--- config.mk ---
export PLATFORM = sky130hd
export DESIGN_NAME = cag_addr_fetch
export DESIGN_NICKNAME = d
export VERILOG_FILES = /design/src/hw/cag_pkg.sv /design/src/hw/cag_addr_fetch.sv
export SDC_FILE = /design/constraint.sdc
export NUM_CORES = 1
export LEC_CHECK = 0
export ABC_CLOCK_PERIOD_IN_PS = 3700
export CORE_AREA = 2 2 264 266
export CTS_CLUSTER_SIZE = 28
export DETAILED_ROUTE_END_ITERATION = 8
export DIE_AREA = 0 0 266 268
export DONT_BUFFER_PORTS = 1
export PLACE_DENSITY_LB_ADDON = 0.3
export SYNTH_ARGS = -nofsm -noshare
export SYNTH_HDL_FRONTEND = slang
export SYNTH_SLANG_ARGS = --single-unit
export TNS_END_PERCENT = 100
--- constraint.sdc ---
create_clock -name hclk -period 3.7 [get_ports hclk]
set_input_delay 0.185 -clock hclk [delete_from_list [all_inputs] [get_ports hclk]]
set_output_delay 0.185 -clock hclk [all_outputs]
set_load 0.1 [all_outputs]
--- src/hw/cag_pkg.sv ---
package cag_pkg;
  // Address width and the halfword-select bit (bit 62 in big-endian numbering)
  localparam int AW            = 32;
  localparam int HALF_BIT      = 1;
  // Data address forms
  localparam logic [1:0] EA_LONG_DISP  = 2'h0;
  localparam logic [1:0] EA_SHORT_DISP = 2'h1;
  localparam logic [1:0] EA_SCALED     = 2'h2;
  localparam logic [1:0] EA_INDEXED    = 2'h3;
  // Next-fetch kinds
  localparam logic [2:0] NF_SEQ        = 3'h0;
  localparam logic [2:0] NF_LONG_REL   = 3'h1;
  localparam logic [2:0] NF_COND_REL   = 3'h2;
  localparam logic [2:0] NF_SHORT_REL  = 3'h3;
  localparam logic [2:0] NF_VIA_LINK   = 3'h4;
  localparam logic [2:0] NF_VIA_COUNT  = 3'h5;
  localparam logic [2:0] NF_RETURN     = 3'h6;
  // Return-from-interrupt save register select
  localparam logic [1:0] RET_BASE      = 2'h0;
  localparam logic [1:0] RET_CRITICAL  = 2'h1;
  localparam logic [1:0] RET_DEBUG     = 2'h2;
  localparam logic [1:0] RET_MCHECK    = 2'h3;
  // Instruction lengths in bytes
  localparam logic [31:0] STEP_32      = 32'h0000_0004;
  localparam logic [31:0] STEP_16      = 32'h0000_0002;
  // Register map (byte addresses)
  localparam logic [7:0] REG_CTRL      = 8'h00;
  localparam logic [7:0] REG_STATUS    = 8'h04;
  localparam logic [7:0] REG_LAST_PC   = 8'h08;
  localparam logic [7:0] REG_MISS_PAGE = 8'h0C;
  // Control fields
  localparam int CTRL_CHECK_EN   = 0;
  localparam logic CTRL_RESET    = 1'b1;
  // Status fields
  localparam int ST_COMPACT_INSTR = 0;
  localparam int ST_MISFETCH      = 1;
  localparam int ST_ORDER_MISMATCH = 2;
  localparam int ST_COMPACT_MODE  = 3;
  localparam int ST_MISALIGNED    = 4;
  localparam int ST_MISMATCHED    = 5;
  localparam int ST_BYTE_ORDER    = 6;
  // AHB-Lite encodings
  localparam logic [1:0] HTRANS_NONSEQ = 2'h2;
  localparam logic [2:0] HSIZE_WORD    = 3'h2;
endpackage

--- src/hw/cag_addr_fetch.sv ---
// Notes on behaviour
// - Long data form: sign-extended 16-bit displacement plus base, or zero base.
// - Short data form: sign-extended 8-bit displacement plus base, or zero base.
// - Scaled form: zero-extended 4-bit displacement shifted by size, plus base always.
// - Indexed form: index plus base, zero substituted when base index is zero.
// - Long relative branch: 24-bit displacement with zero appended, sign-extended, plus address.
// - Conditional relative branch: 15-bit displacement doubled, sign-extended, plus address.
// - Short relative branch: 8-bit displacement doubled, sign-extended, plus address.
// - Sequential or not-taken: add 4 after 32-bit, 2 after 16-bit instruction.
// - 32-bit linking branch writes own address plus 4 into link register.
// - 16-bit linking branch writes own address plus 2 into link register.
// - Halfword-odd fetch on non-compact page raises misaligned storage exception.
// - Crossing from compact page into non-compact page raises mismatched exception.
// - Compact page marked little-endian raises byte-ordering exception.
// - Exceptions from instructions on compact pages set syndrome compact bit.
// - Misaligned exception or second-half translation miss sets misaligned-fetch syndrome.
// - Mismatched or byte-ordering exception sets order/mismatch syndrome bit.
// - Second-half translation miss saves first-half address; miss-page register names second page.
// - Return from interrupt targets save register bits 0..62 with zero appended.
// - Link or count register branches keep bit 62, clear only bit 63.
// - Fetches from compact pages decode compact; compact mode reported meanwhile.
// - Every generated branch target has its least significant bit forced zero.
module cag_addr_fetch
(
  // Clock and reset
  input  wire logic          hclk,
  input  wire logic          hresetn,
  // AHB-Lite slave
  input  wire logic          hsel,
  input  wire logic [31:0]   haddr,
  input  wire logic [1:0]    htrans,
  input  wire logic          hwrite,
  input  wire logic [2:0]    hsize,
  input  wire logic          hready,
  input  wire logic [31:0]   hwdata,
  output logic               hreadyout,
  output logic               hresp,
  output logic [31:0]        hrdata,
  // Data address request
  input  wire logic          ea_valid,
  input  wire logic [1:0]    ea_mode,
  input  wire logic [4:0]    base_idx,
  input  wire logic [31:0]   base_reg,
  input  wire logic [31:0]   index_reg,
  input  wire logic [15:0]   data_disp,
  input  wire logic [1:0]    op_size,
  output logic [31:0]        ea_addr,
  output logic               ea_done,
  // Next fetch request
  input  wire logic          nf_valid,
  input  wire logic [2:0]    nf_kind,
  input  wire logic          nf_taken,
  input  wire logic          instr_32,
  input  wire logic          link_option,
  input  wire logic [31:0]   cur_addr,
  input  wire logic [23:0]   long_branch_disp,
  input  wire logic [14:0]   cond_branch_disp,
  input  wire logic [7:0]    short_branch_disp,
  input  wire logic [31:0]   link_register,
  input  wire logic [31:0]   count_register,
  input  wire logic [1:0]    ret_sel,
  input  wire logic [31:0]   save_restore_pc_in,
  input  wire logic [31:0]   critical_save_restore_pc,
  input  wire logic [31:0]   debug_save_restore_pc,
  input  wire logic [31:0]   machine_check_save_restore_pc,
  output logic [31:0]        next_fetch_addr,
  output logic               next_fetch_valid,
  output logic [31:0]        link_value,
  output logic               link_we,
  // Fetch check
  input  wire logic          fetch_valid,
  input  wire logic [31:0]   fetch_addr,
  input  wire logic          fetch_crosses_page,
  input  wire logic          page_compact_encoding,
  input  wire logic          page_little_endian,
  input  wire logic          next_page_compact_encoding,
  input  wire logic          second_half_miss,
  output logic               storage_int,
  output logic               tlb_miss_int,
  output logic [31:0]        save_restore_pc,
  output logic [31:0]        miss_page_addr,
  output logic               syndrome_compact_instr,
  output logic               syndrome_misaligned_fetch,
  output logic               syndrome_order_mismatch,
  output logic               compact_mode
);

  typedef struct packed {
    logic        check_en;
    logic        bus_act;
    logic        bus_write;
    logic [7:0]  bus_addr;
    logic [31:0] rdata;
    logic [31:0] ea_addr;
    logic        ea_done;
    logic [31:0] nf_addr;
    logic        nf_done;
    logic [31:0] link_value;
    logic        link_we;
    logic        storage_int;
    logic        tlb_miss_int;
    logic [31:0] srr_pc;
    logic [31:0] miss_page;
    logic        syn_compact;
    logic        syn_misfetch;
    logic        syn_order;
    logic        misaligned;
    logic        mismatched;
    logic        byte_order;
    logic        compact_mode;
  } cag_state_t;

  cag_state_t state;
  cag_state_t next_state;

  logic [31:0] ea_base;
  logic [31:0] ea_sum;
  logic [31:0] nf_sum;
  logic [31:0] nf_step;
  logic [31:0] ret_src;
  logic        exc_misaligned;
  logic        exc_mismatched;
  logic        exc_byte_order;
  logic        exc_any;
  logic        addr_phase;
  logic [7:0]  rd_sel;

  assign addr_phase = hsel && htrans[1] && hready;
  assign rd_sel     = haddr[7:0];

  // Exception detection on each attempted fetch
  assign exc_misaligned = fetch_valid && fetch_addr[cag_pkg::HALF_BIT]
                          && !page_compact_encoding;
  assign exc_mismatched = fetch_valid && fetch_crosses_page && page_compact_encoding
                          && !next_page_compact_encoding;
  assign exc_byte_order = fetch_valid && page_compact_encoding
                          && page_little_endian;
  assign exc_any        = state.check_en
                          && (exc_misaligned || exc_mismatched || exc_byte_order);

  always_comb
  begin
    ea_base = (base_idx == 5'h00) ? 32'h0000_0000 : base_reg;
    case (ea_mode)
      cag_pkg::EA_LONG_DISP:
        ea_sum = ea_base + {{16{data_disp[15]}}, data_disp};
      cag_pkg::EA_SHORT_DISP:
        ea_sum = ea_base + {{24{data_disp[7]}}, data_disp[7:0]};
      cag_pkg::EA_SCALED:
        ea_sum = base_reg + ({28'h000_0000, data_disp[3:0]} << op_size);
      cag_pkg::EA_INDEXED:
        ea_sum = ea_base + index_reg;
      default:
        ea_sum = ea_base;
    endcase
  end

  always_comb
  begin
    case (ret_sel)
      cag_pkg::RET_BASE:     ret_src = save_restore_pc_in;
      cag_pkg::RET_CRITICAL: ret_src = critical_save_restore_pc;
      cag_pkg::RET_DEBUG:    ret_src = debug_save_restore_pc;
      default:               ret_src = machine_check_save_restore_pc;
    endcase
    nf_step = instr_32 ? cag_pkg::STEP_32 : cag_pkg::STEP_16;
    if (!nf_taken)
    begin
      nf_sum = cur_addr + nf_step;
    end
    else
    begin
      case (nf_kind)
        cag_pkg::NF_LONG_REL:
          nf_sum = cur_addr + {{7{long_branch_disp[23]}}, long_branch_disp, 1'b0};
        cag_pkg::NF_COND_REL:
          nf_sum = cur_addr + {{16{cond_branch_disp[14]}}, cond_branch_disp, 1'b0};
        cag_pkg::NF_SHORT_REL:
          nf_sum = cur_addr + {{23{short_branch_disp[7]}}, short_branch_disp, 1'b0};
        cag_pkg::NF_VIA_LINK:
          nf_sum = link_register;
        cag_pkg::NF_VIA_COUNT:
          nf_sum = count_register;
        cag_pkg::NF_RETURN:
          nf_sum = ret_src;
        default:
          nf_sum = cur_addr + nf_step;
      endcase
    end
  end

  always_comb
  begin
    next_state              = state;
    next_state.ea_done      = 1'b0;
    next_state.nf_done      = 1'b0;
    next_state.link_we      = 1'b0;
    next_state.storage_int  = 1'b0;
    next_state.tlb_miss_int = 1'b0;
    // Data address generation
    if (ea_valid)
    begin
      next_state.ea_addr = ea_sum;
      next_state.ea_done = 1'b1;
    end
    // Next fetch address and link value
    if (nf_valid)
    begin
      next_state.nf_addr    = {nf_sum[31:1], 1'b0};
      next_state.nf_done    = 1'b1;
      next_state.link_we    = link_option;
      next_state.link_value = cur_addr + nf_step;
    end
    // Fetch checking
    if (fetch_valid)
    begin
      next_state.compact_mode = page_compact_encoding;
    end
    if (exc_any)
    begin
      next_state.storage_int  = 1'b1;
      next_state.srr_pc       = fetch_addr;
      next_state.syn_compact  = page_compact_encoding;
      next_state.syn_misfetch = exc_misaligned;
      next_state.syn_order    = exc_mismatched || exc_byte_order;
      next_state.misaligned   = exc_misaligned;
      next_state.mismatched   = exc_mismatched;
      next_state.byte_order   = exc_byte_order;
    end
    else if (fetch_valid && second_half_miss)
    begin
      next_state.tlb_miss_int = 1'b1;
      next_state.srr_pc       = fetch_addr;
      next_state.miss_page    = fetch_addr + cag_pkg::STEP_16;
      next_state.syn_compact  = page_compact_encoding;
      next_state.syn_misfetch = 1'b1;
      next_state.syn_order    = 1'b0;
      next_state.misaligned   = 1'b0;
      next_state.mismatched   = 1'b0;
      next_state.byte_order   = 1'b0;
    end
    // Register bus: data phase write
    if (state.bus_act && state.bus_write && state.bus_addr == cag_pkg::REG_CTRL)
    begin
      next_state.check_en = hwdata[cag_pkg::CTRL_CHECK_EN];
    end
    // Register bus: address phase captures read data
    next_state.bus_act = addr_phase;
    if (addr_phase)
    begin
      next_state.bus_write = hwrite;
      next_state.bus_addr  = rd_sel;
      next_state.rdata     = 32'h0000_0000;
      if (!hwrite)
      begin
        case (rd_sel)
          cag_pkg::REG_CTRL:
            next_state.rdata[cag_pkg::CTRL_CHECK_EN] = state.check_en;
          cag_pkg::REG_STATUS:
          begin
            next_state.rdata[cag_pkg::ST_COMPACT_INSTR]  = state.syn_compact;
            next_state.rdata[cag_pkg::ST_MISFETCH]       = state.syn_misfetch;
            next_state.rdata[cag_pkg::ST_ORDER_MISMATCH] = state.syn_order;
            next_state.rdata[cag_pkg::ST_COMPACT_MODE]   = state.compact_mode;
            next_state.rdata[cag_pkg::ST_MISALIGNED]     = state.misaligned;
            next_state.rdata[cag_pkg::ST_MISMATCHED]     = state.mismatched;
            next_state.rdata[cag_pkg::ST_BYTE_ORDER]     = state.byte_order;
          end
          cag_pkg::REG_LAST_PC:
            next_state.rdata = state.srr_pc;
          cag_pkg::REG_MISS_PAGE:
            next_state.rdata = state.miss_page;
          default:
            next_state.rdata = 32'h0000_0000;
        endcase
      end
    end
  end

  always_ff @(posedge hclk or negedge hresetn)
  begin
    if (!hresetn)
    begin
      state          <= '0;
      state.check_en <= cag_pkg::CTRL_RESET;
    end
    else
    begin
      state <= next_state;
    end
  end

  // Outputs
  assign hreadyout                 = 1'b1;
  assign hresp                     = 1'b0;
  assign hrdata                    = state.rdata;
  assign ea_addr                   = state.ea_addr;
  assign ea_done                   = state.ea_done;
  assign next_fetch_addr           = state.nf_addr;
  assign next_fetch_valid          = state.nf_done;
  assign link_value                = state.link_value;
  assign link_we                   = state.link_we;
  assign storage_int               = state.storage_int;
  assign tlb_miss_int              = state.tlb_miss_int;
  assign save_restore_pc           = state.srr_pc;
  assign miss_page_addr            = state.miss_page;
  assign syndrome_compact_instr    = state.syn_compact;
  assign syndrome_misaligned_fetch = state.syn_misfetch;
  assign syndrome_order_mismatch   = state.syn_order;
  assign compact_mode              = state.compact_mode;
endmodule

==> results.toml <==
[sta]
worst_slew_pin_slew_ns = 1.14
min_period_over_period = 0.881
tns_ns = 0
drv_slew = 0
period_minus_slack_ns = 3.26
fmax_mhz = 307
clock_skew_ns = 0.0128
slew_headroom = 0.240
setup_viol = 0
timing.hold.ws_ns = -0.711
setup_slack_ns = 0.440
rsz0062_at_grt = "no"
hold_viol_final = 214

[cts]
post_cts_buffers = 0
htreeDepth = 1
root_buffer = "clkbuf_16"
holdBufCountCts = 133
cts_tree = "built"
cts_buffers = 30
insertion_delay_ns = 0.59
clock-sinks = 214
clk_pin_slew_ns = 0.07
cts-resized-gates = 0
clk_path_buf_depth = 3

[synthesis]
ys.flop_type = "dfrtp_1"
netlist_area_um2 = 17700
synth_seq_cells = 214
synth.avg_cell_area_um2 = 8.63
syn_inst = 2054
seq_area_frac_synth = 0.302
async_flop_share = 1.00
yosysWarnings = 0
synth-edff-count = 0
synthDistinctLibCells = 76

[layout]
layout_common_cells = "231 x nand2_1, 213 x dfrtp_1, 169 x a21oi_1"
nets = 2548
final_area_um2 = 20000
synthToLayoutAreaGrowth_pct = 12.7
layout-drive-gt1-share = 0.121
utilization = 0.293
layout_commonest_cell = "nand2_1"

[setup_path]
worst_path_max_delay_cell = "dlygate4sd3_1"
critical_path_arrival_ns = 3.73
worst_setup_path_start_kind = "primary input"
rr_endpoint = "state[1]"
critPathMaxStageDelay_ns = 0.60
r2r-start = "state[214]"
cp.required_ns = 4.17
ff2ff_path_depth = 6
r2r_slack_ns = 0.71
crit_fanout = 20
crit_type = "in -> reg"
crit_chain = "and2_1 -> a211o_1 -> buf_4 -> o21a_1 -> ha_1 -> buf_4 -> nand2b_1 -> mux2i_1 -> a222oi_1 -> dlygate4sd3_1 -> nand3_1 -> a21oi_1 -> dlygate4sd3_1 -> a21oi_1"
end_kind = "register"

[grt]
gr-total-overflow = 0
antenna_found_initial = 46
grt_max_degree = 215
grt_pass1_vias = 16200
grtUsageTotal = 0.216
grt_pass1_wl_mm = 113

[hold_path]
hold_class = "in -> async"

[power]
netSwitchingPower_mw = 4.80
swShare = 0.474
leakagePower_nw = 8.17
p_per_area_nw_per_um2 = 506
seqPwrFrac = 0.491
peakVddDrop_v = 0.000328
clkPwrFrac = 0.298
power.share.combinational = 0.211
p_int_mw = 5.32

[placed_design]
finalWeightedCongestion = 1.00
placed_cell_area_um2 = 17500
io_buffers = 0
hpwl_mm = 61.9
pre_cts_slack_ns = 0.0379

[drt]
drt_first_pass_iters = 6
postRouteAntennaNets = 0
viasPerCell = 5.41
drt-initial-drc-count = 1245
wl_per_cell_um = 27.5
wl_mm = 80.5
drc = 0
vias = 15800

[die]
die-area_um2 = 71300
io_pins = 685
core_area_um2 = 68200
rows = 96
dieHeight_um = 268
start_util = 0.260
die_w_um = 266

[run]
drv_cap = 0

[run_status]
violations = "hold timing"
status = "complete, but fails checks"
-- worst max-delay path by stage --
stage	end	depth (start not counted)	start
finish	next_fetch_addr[21]	14	nf_kind[0]
global route	next_fetch_addr[21]	14	nf_kind[2]
floorplan	ea_addr[29]	15	ea_mode[1]
detailed placement	ea_addr[29]	14	base_idx[0]
CTS	next_fetch_addr[21]	14	nf_kind[2]
global placement	ea_addr[29]	15	base_idx[0]
-- power groups by stage --
| stage | registers [mW] | logic [mW] | clock network (mW) |
|---|---|---|---|
| final | 4.97 | 2.14 | 3.02 |
| after global routing | 5.00 | 2.33 | 3.19 |
| after CTS | 4.98 | 2.12 | 3.12 |
| after detailed placement | 5.03 | 1.90 | 0 |
| after global placement | 5.02 | 1.87 | 0 |
| after floorplan | 2.85 | 3.88 | 0 |
-- kinds of logic (layout without fill, tap and decap cells) --
| kind of cell | count (synthesis) | count (layout) | synth area share |
|---|---|---|---|
| XOR/XNOR | 125 | 125 | 0.0617 |
| adder cells (fa/ha/maj) | 81 | 81 | 0.0588 |
| flip-flops | 214 | 214 | 0.302 |
| AO/OA/AOI/OAI | 524 | 524 | 0.183 |
| buffers and inverters | 332 | 285 | 0.112 |
| other | 2 | 41 | 0.000423 |
| AND/OR/NAND/NOR | 623 | 623 | 0.168 |
| multiplexers | 153 | 153 | 0.114 |
-- layout make-up --
class                           instances  area, um2
Antenna cell                           38       95.1
Clock buffer                           38        811
Clock inverter                         17        198
Fill cell                            7280      48200
Inverter                               33        124
Multi-Input combinational cell       1509      10400
Sequential cell                       214       5360
Tap cell                              882       1100
Timing Repair Buffer                  197       1890
-- cells in the mapped netlist, types with 8 or more instances --
| cell type | number | area share |
|---|---|---|
| o21bai_1 | 8 | 0.0034 |
| nand3_1 | 64 | 0.018 |
| mux2i_1 | 51 | 0.029 |
| xnor2_1 | 62 | 0.031 |
| nand2_1 | 231 | 0.049 |
| a21o_1 | 33 | 0.014 |
| a31oi_1 | 17 | 0.0060 |
| mux4_2 | 32 | 0.041 |
| o21ai_0 | 144 | 0.041 |
| dfrtp_1 | 213 | 0.30 |
| buf_4 | 194 | 0.082 |
| nand2b_1 | 12 | 0.0042 |
| o21a_1 | 15 | 0.0063 |
| nor2b_1 | 50 | 0.018 |
| a211oi_1 | 20 | 0.0085 |
| mux2_2 | 70 | 0.044 |
| a21oi_1 | 169 | 0.048 |
| a221o_1 | 15 | 0.0085 |
| and3_1 | 25 | 0.0088 |
| o211ai_1 | 15 | 0.0063 |
| xor2_1 | 63 | 0.031 |
| nor3_1 | 19 | 0.0054 |
| a22oi_1 | 14 | 0.0059 |
| nor2_1 | 128 | 0.027 |
| or3_1 | 13 | 0.0046 |
| inv_1 | 32 | 0.0068 |
| a221oi_1 | 20 | 0.0099 |
| clkbuf_1 | 95 | 0.020 |
| nand4_1 | 30 | 0.011 |
| ha_1 | 77 | 0.054 |
| nor4_1 | 8 | 0.0028 |
-- worst max-delay path, delay by kind of cell --
kind | cells | cell delay (ns)
fa+ha+maj | 1 | 0.38
simple gates | 3 | 0.48
mux | 1 | 0.11
buf+inv | 4 | 1.51
compound gates | 5 | 1.02
-- flip-flops by register name, indices dropped and copies added (netlist names), 14 cells and up --
register,count
state,14
link_value,32
next_fetch_addr,31
hrdata,32
ea_addr,32
miss_page_addr,32
save_restore_pc,32
-- metrics by stage --
stage / hold slack [ns] / total power, mW / instances
finish: -0.711 / 10.1 / 2928
global route: -0.755 / 10.5 / 2926
CTS: -0.762 / 10.2 / 2890
detailed placement: -0.105 / 6.92 / 2702
global placement: -0.102 / 6.89 / 2702
floorplan: -0.111 / 6.74 / 2055
-- routing by layer --
metal	vias to the layer above	wire length, um	track usage
met2	830	40200	0.383
met4	8	5990	0.158
met5	-	46	0
li1	7109	-	-
met1	7708	27700	0.220
met3	193	6610	0.0575
Power figures use the tool's default switching activity.
